### src/hw/uls_pkg.sv
// Constants and types for the line status / scratch block
package uls_pkg;
  localparam int          ADDR_W          = 32;
  localparam int          DATA_W          = 32;
  // Register byte addresses
  localparam logic [31:0] OFS_RX_BUF      = 32'he000c000;
  localparam logic [31:0] OFS_TX_HOLD     = 32'he000c000;
  localparam logic [31:0] OFS_FIFO_CTRL   = 32'he000c008;
  localparam logic [31:0] OFS_LINE_CTRL   = 32'he000c00c;
  localparam logic [31:0] OFS_LINE_STATUS = 32'he000c014;
  localparam logic [31:0] OFS_SCRATCH     = 32'he000c01c;
  localparam logic [31:0] OFS_INT_STATUS  = 32'he000c030;
  localparam logic [31:0] OFS_INT_CLEAR   = 32'he000c034;
  localparam logic [31:0] OFS_INT_ENABLE  = 32'he000c038;
  // Line status fields
  localparam int          LSR_READY       = 0;
  localparam int          LSR_PE          = 2;
  localparam int          LSR_FRAMING     = 3;
  localparam int          LSR_BREAK       = 4;
  localparam int          LSR_HOLD_EMPTY  = 5;
  localparam int          LSR_TX_IDLE     = 6;
  localparam int          LSR_FIFO_ERR    = 7;
  // Control fields
  localparam int          FCR_EN          = 0;
  localparam int          LCR_PEN         = 0;
  localparam int          LCR_EVEN        = 1;
  // Interrupt events
  localparam int          EV_W            = 4;
  localparam int          EV_RX           = 0;
  localparam int          EV_FRAMING      = 1;
  localparam int          EV_BREAK        = 2;
  localparam int          EV_HOLD_EMPTY   = 3;
  // Reset values
  localparam logic [7:0]  SCRATCH_RST     = 8'h00;
  localparam logic [1:0]  LCR_RST         = 2'h0;
  // Timing
  localparam int          CLK_HZ          = 100000000;
  localparam int          BAUD_HZ         = 115200;
  localparam int          BIT_CYC         = CLK_HZ / BAUD_HZ;
  localparam int          CHAR_BITS       = 8;
  localparam int          TX_FRAME        = 10;

  typedef enum logic [2:0] {
    ULS_RX_IDLE  = 3'b000,
    ULS_RX_START = 3'b001,
    ULS_RX_DATA  = 3'b011,
    ULS_RX_PAR   = 3'b010,
    ULS_RX_STOP  = 3'b110,
    ULS_RX_BRK   = 3'b111
  } uls_rx_state_t;
endpackage

### src/hw/uls_top.sv
// Serial port receiver/transmitter with upper line status and scratch byte
//
// Implementation choice: the plain strobed port.
`timescale 1ns/1ps
//
// Contract
// - Flag framing error when a received stop bit samples low.
// - Reading line status clears the framing error flag.
// - After framing error, take the low stop bit as next start bit.
// - Framing error flag belongs to the receive FIFO head character.
// - Flag break when line stays low a whole character time.
// - After break, receiver idles until the line returns high.
// - Line status read clears break flag; break belongs to FIFO head.
// - Error flag timing follows FIFO enabled or disabled operation.
// - Holding-empty sets on empty holding reg, clears on write, resets one.
// - Transmitter idle only while holding and shift regs empty; resets one.
// - FIFO error sets when an erroneous character enters the receive buffer.
// - FIFO error clears on status read only if no errors remain.
// - FIFO error reads zero while FIFO enable is zero.
// - Eight-bit scratch register, reset 0x00, freely read and written.
// - Scratch accesses raise no interrupt and set no status.
// - Line status read-only; data ready while receive FIFO non-empty.
module uls_top #(
  parameter int BIT_CYC    = uls_pkg::BIT_CYC,
  parameter int FIFO_DEPTH = 16
) (
  // Clock and reset
  input  wire logic                       clk,
  input  wire logic                       resetn,
  // Register port
  input  wire logic [uls_pkg::ADDR_W-1:0] addr,
  input  wire logic [uls_pkg::DATA_W-1:0] wr_data,
  input  wire logic                       wr_en,
  input  wire logic                       rd_en,
  output logic      [uls_pkg::DATA_W-1:0] rd_data,
  // Serial pins
  input  wire logic                       serial_rx_pin,
  output logic                            serial_tx_pin,
  // Interrupt
  output logic                            irq
);
  import uls_pkg::*;

  localparam int PTR_W = $clog2(FIFO_DEPTH);
  localparam int CW    = $clog2(BIT_CYC + 1);
  localparam logic [CW-1:0]  BIT_LAST  = CW'(BIT_CYC - 1);
  localparam logic [CW-1:0]  HALF_LAST = CW'(BIT_CYC / 2 - 1);
  localparam logic [PTR_W:0] DEPTH_C   = (PTR_W+1)'(FIFO_DEPTH);

  // Entry layout: parity, break and framing marks, then data
  typedef struct packed {
    logic       pe;
    logic       brk;
    logic       frm;
    logic [7:0] data;
  } uls_entry_t;

  function automatic logic hit(input logic [ADDR_W-1:0] a,
                               input logic [31:0]       ofs);
    return a == ofs;
  endfunction

  function automatic logic has_err(input uls_entry_t e);
    return e.pe | e.brk | e.frm;
  endfunction

  // --------------------------------------------------------------
  // Register decode
  // --------------------------------------------------------------
  logic wr_thr, wr_fcr, wr_lcr, wr_scr, wr_iclr, wr_ien, wr_lsr;
  logic rd_rbr, rd_lsr;

  assign wr_thr  = wr_en && hit(addr, OFS_TX_HOLD);
  assign wr_fcr  = wr_en && hit(addr, OFS_FIFO_CTRL);
  assign wr_lcr  = wr_en && hit(addr, OFS_LINE_CTRL);
  assign wr_scr  = wr_en && hit(addr, OFS_SCRATCH);
  assign wr_iclr = wr_en && hit(addr, OFS_INT_CLEAR);
  assign wr_ien  = wr_en && hit(addr, OFS_INT_ENABLE);
  assign wr_lsr  = wr_en && hit(addr, OFS_LINE_STATUS);
  assign rd_rbr  = rd_en && hit(addr, OFS_RX_BUF);
  assign rd_lsr  = rd_en && hit(addr, OFS_LINE_STATUS);

  logic       fifo_en;
  logic [1:0] line_ctrl;
  logic [7:0] scratch_pad;

  always_ff @(posedge clk) begin
    if (!resetn) begin
      fifo_en   <= 1'b0;
      line_ctrl <= LCR_RST;
    end else begin
      if (wr_fcr) begin
        fifo_en <= wr_data[FCR_EN];
      end
      if (wr_lcr) begin
        line_ctrl <= wr_data[1:0];
      end
    end
  end

  // Scratch byte touches nothing else in the block
  always_ff @(posedge clk) begin
    if (!resetn) begin
      scratch_pad <= SCRATCH_RST;
    end else if (wr_scr) begin
      scratch_pad <= wr_data[7:0];
    end
  end

  // --------------------------------------------------------------
  // Receive line synchroniser
  // --------------------------------------------------------------
  logic rx_meta, rx_s;

  always_ff @(posedge clk) begin
    if (!resetn) begin
      rx_meta <= 1'b1;
      rx_s    <= 1'b1;
    end else begin
      rx_meta <= serial_rx_pin;
      rx_s    <= rx_meta;
    end
  end

  // --------------------------------------------------------------
  // Receiver
  // --------------------------------------------------------------
  uls_rx_state_t rx_state;
  logic [CW-1:0] rx_cnt;
  logic [2:0]    rx_idx;
  logic [7:0]    rx_shift;
  logic          rx_par;
  logic          rx_zero;
  logic          rx_push;
  uls_entry_t    rx_entry;
  logic          exp_par;
  logic          stop_tick;

  assign exp_par   = line_ctrl[LCR_EVEN] ? ^rx_shift : ~^rx_shift;
  assign stop_tick = rx_state == ULS_RX_STOP && rx_cnt == BIT_LAST;

  always_ff @(posedge clk) begin
    if (!resetn) begin
      rx_state <= ULS_RX_IDLE;
      rx_cnt   <= '0;
      rx_idx   <= '0;
      rx_shift <= '0;
      rx_par   <= 1'b0;
      rx_zero  <= 1'b0;
      rx_push  <= 1'b0;
      rx_entry <= '0;
    end else begin
      rx_push <= 1'b0;
      rx_cnt  <= rx_cnt + CW'(1);
      unique case (rx_state)
        ULS_RX_IDLE: begin
          rx_cnt <= '0;
          if (!rx_s) begin
            rx_state <= ULS_RX_START;
          end
        end
        ULS_RX_START: begin
          if (rx_cnt == HALF_LAST) begin
            rx_cnt   <= '0;
            rx_idx   <= '0;
            rx_zero  <= 1'b1;
            // Glitch shorter than half a bit is dropped
            rx_state <= rx_s ? ULS_RX_IDLE : ULS_RX_DATA;
          end
        end
        ULS_RX_DATA: begin
          if (rx_cnt == BIT_LAST) begin
            rx_cnt   <= '0;
            rx_shift <= {rx_s, rx_shift[7:1]};
            rx_zero  <= rx_zero & ~rx_s;
            rx_idx   <= rx_idx + 3'h1;
            if (rx_idx == 3'(CHAR_BITS - 1)) begin
              rx_state <= line_ctrl[LCR_PEN] ? ULS_RX_PAR : ULS_RX_STOP;
            end
          end
        end
        ULS_RX_PAR: begin
          if (rx_cnt == BIT_LAST) begin
            rx_cnt   <= '0;
            rx_par   <= rx_s;
            rx_zero  <= rx_zero & ~rx_s;
            rx_state <= ULS_RX_STOP;
          end
        end
        ULS_RX_STOP: begin
          if (rx_cnt == BIT_LAST) begin
            rx_cnt        <= '0;
            rx_push       <= 1'b1;
            rx_entry.data <= rx_shift;
            rx_entry.pe   <= line_ctrl[LCR_PEN] & (rx_par != exp_par);
            rx_entry.frm  <= ~rx_s;
            rx_entry.brk  <= ~rx_s & rx_zero;
            if (rx_s) begin
              rx_state <= ULS_RX_IDLE;
            end else if (rx_zero) begin
              rx_state <= ULS_RX_BRK;
            end else begin
              // Mid bad stop bit is taken as mid start bit
              rx_idx   <= '0;
              rx_zero  <= 1'b1;
              rx_state <= ULS_RX_DATA;
            end
          end
        end
        ULS_RX_BRK: begin
          if (rx_s) begin
            rx_state <= ULS_RX_IDLE;
          end
        end
        default: begin
          rx_state <= ULS_RX_IDLE;
        end
      endcase
    end
  end

  // --------------------------------------------------------------
  // Receive FIFO; depth one when disabled
  // --------------------------------------------------------------
  uls_entry_t     mem [FIFO_DEPTH];
  logic [PTR_W-1:0] wr_ptr, rd_ptr;
  logic [PTR_W:0] count, next_count, err_cnt;
  logic           do_push, do_pop, head_load;
  uls_entry_t     head;

  assign head       = mem[rd_ptr];
  assign do_pop     = rd_rbr && count != '0;
  // Overrun is handled outside this block: a full FIFO drops
  assign do_push    = rx_push && count < (fifo_en ? DEPTH_C : (PTR_W+1)'(1));
  assign next_count = count + (PTR_W+1)'(do_push) - (PTR_W+1)'(do_pop);

  always_ff @(posedge clk) begin
    if (do_push) begin
      mem[wr_ptr] <= rx_entry;
    end
  end

  always_ff @(posedge clk) begin
    if (!resetn || wr_fcr) begin
      wr_ptr    <= '0;
      rd_ptr    <= '0;
      count     <= '0;
      err_cnt   <= '0;
      head_load <= 1'b0;
    end else begin
      if (do_push) begin
        wr_ptr <= wr_ptr + PTR_W'(1);
      end
      if (do_pop) begin
        rd_ptr <= rd_ptr + PTR_W'(1);
      end
      count     <= next_count;
      err_cnt   <= err_cnt + (PTR_W+1)'(do_push && has_err(rx_entry))
                           - (PTR_W+1)'(do_pop && has_err(head));
      // A new character reaches the head next cycle
      head_load <= next_count != '0 && (count == '0 || do_pop);
    end
  end

  // --------------------------------------------------------------
  // Head error flags, cleared by status read, and FIFO error flag, cleared by status read once no errors remain; set wins
  // --------------------------------------------------------------
  logic framing_error_flag, break_detect_flag, pe_flag, rx_fifo_error_flag;

  always_ff @(posedge clk) begin
    if (!resetn) begin
      framing_error_flag <= 1'b0;
      break_detect_flag  <= 1'b0;
      pe_flag            <= 1'b0;
    end else if (head_load) begin
      framing_error_flag <= head.frm | (framing_error_flag & ~rd_lsr);
      break_detect_flag  <= head.brk | (break_detect_flag & ~rd_lsr);
      pe_flag            <= head.pe | (pe_flag & ~rd_lsr);
    end else if (rd_lsr) begin
      framing_error_flag <= 1'b0;
      break_detect_flag  <= 1'b0;
      pe_flag            <= 1'b0;
    end
  end

  always_ff @(posedge clk) begin
    if (!resetn || wr_fcr) begin
      rx_fifo_error_flag <= 1'b0;
    end else if (do_push && has_err(rx_entry)) begin
      rx_fifo_error_flag <= 1'b1;
    end else if (rd_lsr && err_cnt == '0) begin
      rx_fifo_error_flag <= 1'b0;
    end
  end

  // --------------------------------------------------------------
  // Transmitter
  // --------------------------------------------------------------
  logic [7:0]          tx_hold;
  logic                thr_full;
  logic [TX_FRAME-1:0] tx_shift;
  logic                tx_busy;
  logic [CW-1:0]       tx_cnt;
  logic [3:0]          tx_nb;
  logic                tx_load;

  assign tx_load = thr_full && !tx_busy;

  always_ff @(posedge clk) begin
    if (!resetn) begin
      tx_hold  <= '0;
      thr_full <= 1'b0;
    end else if (wr_thr) begin
      tx_hold  <= wr_data[7:0];
      thr_full <= 1'b1;
    end else if (tx_load) begin
      thr_full <= 1'b0;
    end
  end

  always_ff @(posedge clk) begin
    if (!resetn) begin
      tx_shift      <= '1;
      tx_busy       <= 1'b0;
      tx_cnt        <= '0;
      tx_nb         <= '0;
      serial_tx_pin <= 1'b1;
    end else if (tx_load) begin
      tx_shift <= {1'b1, tx_hold, 1'b0};
      tx_busy  <= 1'b1;
      tx_cnt   <= '0;
      tx_nb    <= '0;
    end else if (tx_busy) begin
      serial_tx_pin <= tx_shift[0];
      tx_cnt        <= tx_cnt + CW'(1);
      if (tx_cnt == BIT_LAST) begin
        tx_cnt   <= '0;
        tx_shift <= {1'b1, tx_shift[TX_FRAME-1:1]};
        tx_nb    <= tx_nb + 4'h1;
        if (tx_nb == 4'(TX_FRAME - 1)) begin
          tx_busy <= 1'b0;
        end
      end
    end else begin
      serial_tx_pin <= 1'b1;
    end
  end

  // --------------------------------------------------------------
  // Line status value; no write path exists
  // --------------------------------------------------------------
  logic [7:0] line_status;

  always_comb begin
    line_status                 = '0;
    line_status[LSR_READY]      = count != '0;
    line_status[LSR_PE]         = pe_flag;
    line_status[LSR_FRAMING]    = framing_error_flag;
    line_status[LSR_BREAK]      = break_detect_flag;
    line_status[LSR_HOLD_EMPTY] = !thr_full;
    line_status[LSR_TX_IDLE]    = !thr_full && !tx_busy;
    line_status[LSR_FIFO_ERR]   = rx_fifo_error_flag && fifo_en;
  end

  // --------------------------------------------------------------
  // Interrupts
  // --------------------------------------------------------------
  logic [EV_W-1:0] int_status, int_enable, events;

  always_comb begin
    events                = '0;
    events[EV_RX]         = do_push;
    events[EV_FRAMING]    = do_push && rx_entry.frm;
    events[EV_BREAK]      = do_push && rx_entry.brk;
    events[EV_HOLD_EMPTY] = tx_load;
  end

  always_ff @(posedge clk) begin
    if (!resetn) begin
      int_status <= '0;
      int_enable <= '0;
      irq        <= 1'b0;
    end else begin
      // Set wins over a clear in the same cycle
      int_status <= events | (int_status & ~(wr_iclr ? wr_data[EV_W-1:0] : '0));
      if (wr_ien) begin
        int_enable <= wr_data[EV_W-1:0];
      end
      irq <= |(int_status & int_enable);
    end
  end

  // --------------------------------------------------------------
  // Read data, one cycle after the strobe
  // --------------------------------------------------------------
  always_ff @(posedge clk) begin
    if (!resetn || !rd_en) begin
      rd_data <= '0;
    end else begin
      unique case (1'b1)
        hit(addr, OFS_RX_BUF):      rd_data <= DATA_W'(head.data & {8{count != '0}});
        hit(addr, OFS_FIFO_CTRL):   rd_data <= DATA_W'(fifo_en);
        hit(addr, OFS_LINE_CTRL):   rd_data <= DATA_W'(line_ctrl);
        hit(addr, OFS_LINE_STATUS): rd_data <= DATA_W'(line_status);
        hit(addr, OFS_SCRATCH):     rd_data <= DATA_W'(scratch_pad);
        hit(addr, OFS_INT_STATUS):  rd_data <= DATA_W'(int_status);
        hit(addr, OFS_INT_ENABLE):  rd_data <= DATA_W'(int_enable);
        default:                    rd_data <= '0;
      endcase
    end
  end
endmodule

### config.mk
export PLATFORM = sky130hd
export DESIGN_NAME = uls_top
export DESIGN_NICKNAME = d
export VERILOG_FILES = /design/src/hw/uls_pkg.sv /design/src/hw/uls_top.sv
export SDC_FILE = /design/constraint.sdc
export NUM_CORES = 1
export LEC_CHECK = 0
export ABC_AREA = 1
export BUFFER_PORTS_ARGS = -buffer_cell sky130_fd_sc_hd__buf_4
export CAP_MARGIN = 20
export CORE_ASPECT_RATIO = 0.8
export CORE_MARGIN = 2
export CORE_UTILIZATION = 37
export CTS_CLUSTER_DIAMETER = 50
export DETAILED_ROUTE_END_ITERATION = 16
export PLACE_DENSITY_LB_ADDON = 0.25
export SLEW_MARGIN = 25
export SYNTH_ARGS = -nofsm -noshare
export SYNTH_HDL_FRONTEND = slang
export SYNTH_SLANG_ARGS = --single-unit
### constraint.sdc
create_clock -name clk -period 5.71 [get_ports clk]
set_input_delay 0.571 -clock clk [delete_from_list [all_inputs] [get_ports clk]]
set_output_delay 0.571 -clock clk [all_outputs]
set_load 0.03 [all_outputs]
After elaboration in Yosys (flattened, before gate mapping). Memory sizes are Yosys's and may differ from the RTL's. A register that Yosys moved wholly into a read port is not among the register bits. Index checks and enable logic that the tools add are counted.

Eq/ne operators: 29. Multiplexer cells: 52. Shifts and indexed selects: 0. Reductions and logical operators: 53. Add/subtract/negate cells: 10. $lt $le $gt $ge: 1. Bitwise logic cells: 20. Multipliers: 0. Div/mod/pow operators: 0.

Operators with widths (number): $eq A32 B32 Y1 const B (8); $pmux W8 S7 (1); $mux W3 (15); $mux W10 (3); $pmux W10 S3 (1); $mux W9 (3); $mux W1 (21); $add A10 B1 Y10 const B (2); $eq A10 B10 Y1 const B (2); $logic_and A1 B1 Y1 (19); $pmux W3 S6 (1); $ne A2 B2 Y1 const B (8); $add A4 B1 Y4 const B (3); $mux W4 (3); $reduce_and A2 Y1 (6); $add A5 B1 Y5 (2); $eq A10 B9 Y1 const B (1); $logic_not A5 Y1 (2); $reduce_bool A2 Y1 (5); $reduce_bool A5 Y1 (2); $sub A5 B1 Y5 (2); $eq A3 B3 Y1 const B (3); $pmux W3 S3 (1); $and A4 B4 Y4 (2); other kinds (28) (49).

Memory bits (writable): 176. Output and inout bits: 34. Latch bits: 0. Memories: 1. Register bits: 149. Bits of input ports: 69. Memory bits (read-only): 0.

Memories: mem (depth 16, width 11, read ports 1, clocked after Yosys merged registers in 1, write ports 1, RTL line uls_top.sv:225) `uls_entry_t mem [FIFO_DEPTH];`.

Logic depth before layout (Yosys ltp).
Depth in word-level cells: 7. Depth in mapped cells: 23. Mapped depth without buffers: 22.

Worst setup path before layout. OpenSTA, ideal clock, no wires.

Path kind: input port to flip-flop. From: input addr[23] in the netlist's numbering. To: register head_load. Setup time: 0.117 ns. Arrival time: 2.924 ns. Path slack: 2.669 ns. Required time: 5.593 ns. Stages: 19. Buffers on the path: 0. Path through: nor2_1 > nand2_1 > nor2_4 > nand2_4 > nor2_4 > nand2_4 > nor2_4 > nand2_1 > inv_1 > ha_1 > inv_1 > ha_1 > inv_1 > fa_1 > o21ai_0 > a21oi_1 > xor2_1 > nand3_1 > nor3b_1.

Cells in the longest elaborated chain, start to end: 6.

Ends and longest elaborated chain: from (decl) (RTL line uls_top.sv:31) `input wire logic [uls_pkg::ADDR_W-1:0] addr,`; $eq A32 B32 Y1 (RTL line uls_top.sv:60) `return a == ofs;`; $logic_and A1 B1 Y1 (RTL line uls_top.sv:80) `assign rd_rbr = rd_en && hit(addr, OFS_RX_BUF);`; $logic_and A1 B1 Y1 (RTL line uls_top.sv:232) `assign do_pop = rd_rbr && count != '0;`; $sub A5 B1 Y5 (RTL line uls_top.sv:235) `assign next_count = count + (PTR_W+1)'(do_push) - (PTR_W+1)'(do_pop);`; $reduce_bool A5 Y1 (RTL line uls_top.sv:261) `head_load <= next_count != '0 && (count == '0 || do_pop);`; $logic_and A1 B1 Y1 (RTL line uls_top.sv:261); to (signal assigned) (RTL line uls_top.sv:261); to (decl) (RTL line uls_top.sv:228) `logic do_push, do_pop, head_load;`.

Several ways; a longest one is shown, not always the timed one. A chain may end at the register's enable or synchronous reset.

==> flow_summary_export.csv <==
group,metric,value,unit
status,status,"finished, final reports clean",
clock_network,clk_latency,0.52,ns
place,dpl.cell_count,1997,
grt,first_global_vias,9216,
place,place_area,14530,µm²
pwr,p_per_area,309.2,nW/µm²
clock_network,clk_path_buf_depth,3,
sta,tightest_slew,1.007,ns
final_layout,drive_gt1_frac,0.1183,
detailed_routing,vias,9937,
clock_network,post_cts_buffers,0,
clock_network,cts_sinks,305,
floorplanning,die_y,176.1,µm
sta,final-setup-viol-count,0,
hold_path,hold_class,"in2reg",
final_layout,num_antenna_cells,0,
synth,async_reset_ff_frac,0,
clock_network,clk_pin_slew,0.06,ns
place,place_hpwl,20.51,mm
sta,post-route-min-period,3.619,ns
final_layout,fin_cells,2059,
pwr,ir_worst_vdd,0.0001801,V
sta,drv_slew,0,
worst_setup_path,endpoint_kind,"flop",
detailed_routing,drt_wl_total,31.95,mm
synth,synth-edff-count,176,
synth,synthCells,1489,
floorplanning,dieWidth,219.2,µm
synth,ys_warn_count,0,
detailed_routing,via_per_inst,4.826,
grt,grt_remaining_overflow,0,
clock_network,post_cts_resized,0,
worst_setup_path,cp.arrival,3.99,ns
grt,antenna_found_initial,0,
detailed_routing,wire_per_inst,15.52,µm
detailed_routing,ant_nets,0,
final_layout,final_nets,1644,
place,routabilityCongestion,0.8447,
floorplanning,dieArea,38600,µm²
worst_setup_path,critPathKind,"reg2reg",
clock_network,tritoncts.num_buffers,34,
synth,syn_area,13700,µm²
sta,period_share,0.6338,
final_layout,final_common_cell,"nor2_1",
floorplanning,num_rows,63,
sta,setup_tns,0,ns
floorplanning,core-area,36810,µm²
floorplanning,ios,103,
synth,seq_area_frac_synth,0.5741,
final_layout,fillCellCount,3529,
worst_setup_path,crit_required,6.09,ns
detailed_routing,drt-pass1-iter-count,5,
clock_network,cts_tree,"yes",
final_layout,final_cell_area,15740,µm²
final_layout,mostFrequentLayoutCells,"230 x nor2_1, 222 x nand2_1, 176 x edfxtp_1, 159 x inv_1, 141 x o21ai_0",
sta,fin_skew,0.01497,ns
sta,fmax,0.2763,GHz
worst_setup_path,cp_max_fo,46,
sta,slew_headroom,0.3284,
run,max_cap_viol_count,0,
floorplanning,start_util,0.3723,
grt,grt_max_degree,102,
final_layout,multi_input_area,4865,µm²
clock_network,root_buffer,"clkbuf_16",
worst_setup_path,setup.worst_path.start_class,"flop",
place,io_buffer_count,54,
detailed_routing,drcViolationCount,0,
clock_network,cts_hold_buf,0,
sta,rsz0062_at_grt,"false",
sta,final_hold_viol_count,0,
synth,avgSynthCellArea,9.203,µm²
final_layout,regArea,7869,µm²
detailed_routing,drtIter0Drc,863,
pwr,p_leak,5.905,nW
clock_network,h-tree-depth,2,
synth,synth_cell_type_count,48,
final_layout,area_delta_synth_final,14.87,%
grt,grt_pass1_wl,50.43,mm
grt,grt_use_total,0.1669,
synth,ys_ff_latch,305,
synth,synth_flop_cell,"edfxtp_1",
[power breakdown]
| part | internal, W | switching [W] |
|---|---|---|
| Clock | 0.00141 | 0.000894 |
| Combinational | 0.0000726 | 0.000145 |
| Sequential | 0.00232 | 0.0000201 |
| Total | 0.00381 | 0.00106 |
[area by class of cell]
| cell class | instances | area share |
|---|---|---|
| Sequential cell | 305 | 0.4999 |
| Multi-Input combinational cell | 960 | 0.3090 |
| Clock buffer | 49 | 0.06613 |
| Inverter | 172 | 0.04101 |
| Tap cell | 487 | 0.03871 |
| Timing Repair Buffer | 73 | 0.03505 |
| Clock inverter | 13 | 0.01017 |
[final timing paths]
check | slack (ns) | from | cells after the start | endpoint
max | 2.09 | flop | 20 | err_cnt[4]
min | 0.25 | serial_rx_pin | 2 | rx_meta
max reg2reg | 2.09 | flop | 20 | err_cnt[4]
min reg2reg | 0.41 | rx_meta | 1 | rx_s
[routing by layer]
metal  part of all wire  GRT usage  up-vias
li1                   -          -     5029
met3              0.052    0.02463       61
met5                  0          0        -
met2               0.43     0.2482      248
met4              0.022    0.04814        0
met1               0.50     0.2512     4599
[metrics by stage]
stage               power [W]    util  hold slack, ns  setup slack [ns]
floorplan            0.002556       -          0.3925             2.669
global placement     0.002603  0.3946          0.3986             1.960
detailed placement   0.002606  0.3948          0.3977             1.962
CTS                  0.004913  0.4275          0.2308             1.926
global route         0.005036  0.4276          0.2274             1.700
finish               0.004868  0.4276          0.2487             2.091
[flip-flops by register name, summed over array words and instances (netlist names), 8 cells and up, named ones only]
name and count:
mem 176, rd_data 8, rx_cnt 10, rx_entry 11
rx_shift 8, scratch_pad 8, tx_cnt 10, tx_hold 8
tx_shift 9
[synth_stat cells (4+ instances only)]
cell type	instances	area, µm²
edfxtp_1	176	5285
inv_1	160	600.6
nor2_4	10	112.6
nor3b_1	5	37.54
xnor2_1	8	70.07
nand2_1	222	833.3
buf_2	25	125.1
or2_2	5	31.28
a21oi_1	81	405.4
ha_1	27	337.8
buf_4	25	187.7
nand4_1	5	31.28
nor3_1	18	90.09
dfxtp_1	129	2582
o211ai_1	20	150.1
nor2_2	4	25.02
nor2_1	234	878.3
nand3_1	93	465.5
clkbuf_1	23	86.33
xor2_1	14	122.6
o21ai_0	141	705.7
inv_2	11	41.29
o22ai_1	10	62.56
[worst max-delay path, stage by stage (launching register included)]
cell and delay, ns:
dfxtp_2 0.33, inv_2 0.41, buf_4 0.53, nor2_1 0.08, o211ai_1 0.19, nand3_1 0.09
nand2_1 0.14, nor2_1 0.06, a21oi_1 0.19, ha_1 0.26, inv_1 0.05, ha_1 0.16
inv_1 0.06, fa_1 0.38, inv_1 0.08, a21oi_1 0.06, nor2_1 0.10, nor2_1 0.06
xor2_1 0.13, inv_1 0.07, nor2_1 0.04
[logic make-up after synthesis]
logic type               Yosys count  synth area share
flip-flops                       305            0.5741
adder cells (fa/ha/maj)           29           0.02757
buffers and inverters            247           0.07789
XOR/XNOR                          22           0.01406
AND/OR/NAND/NOR                  616            0.2000
other                              1         0.0002737
AO/OA/AOI/OAI                    269            0.1061
Power figures use the tool's default switching activity.
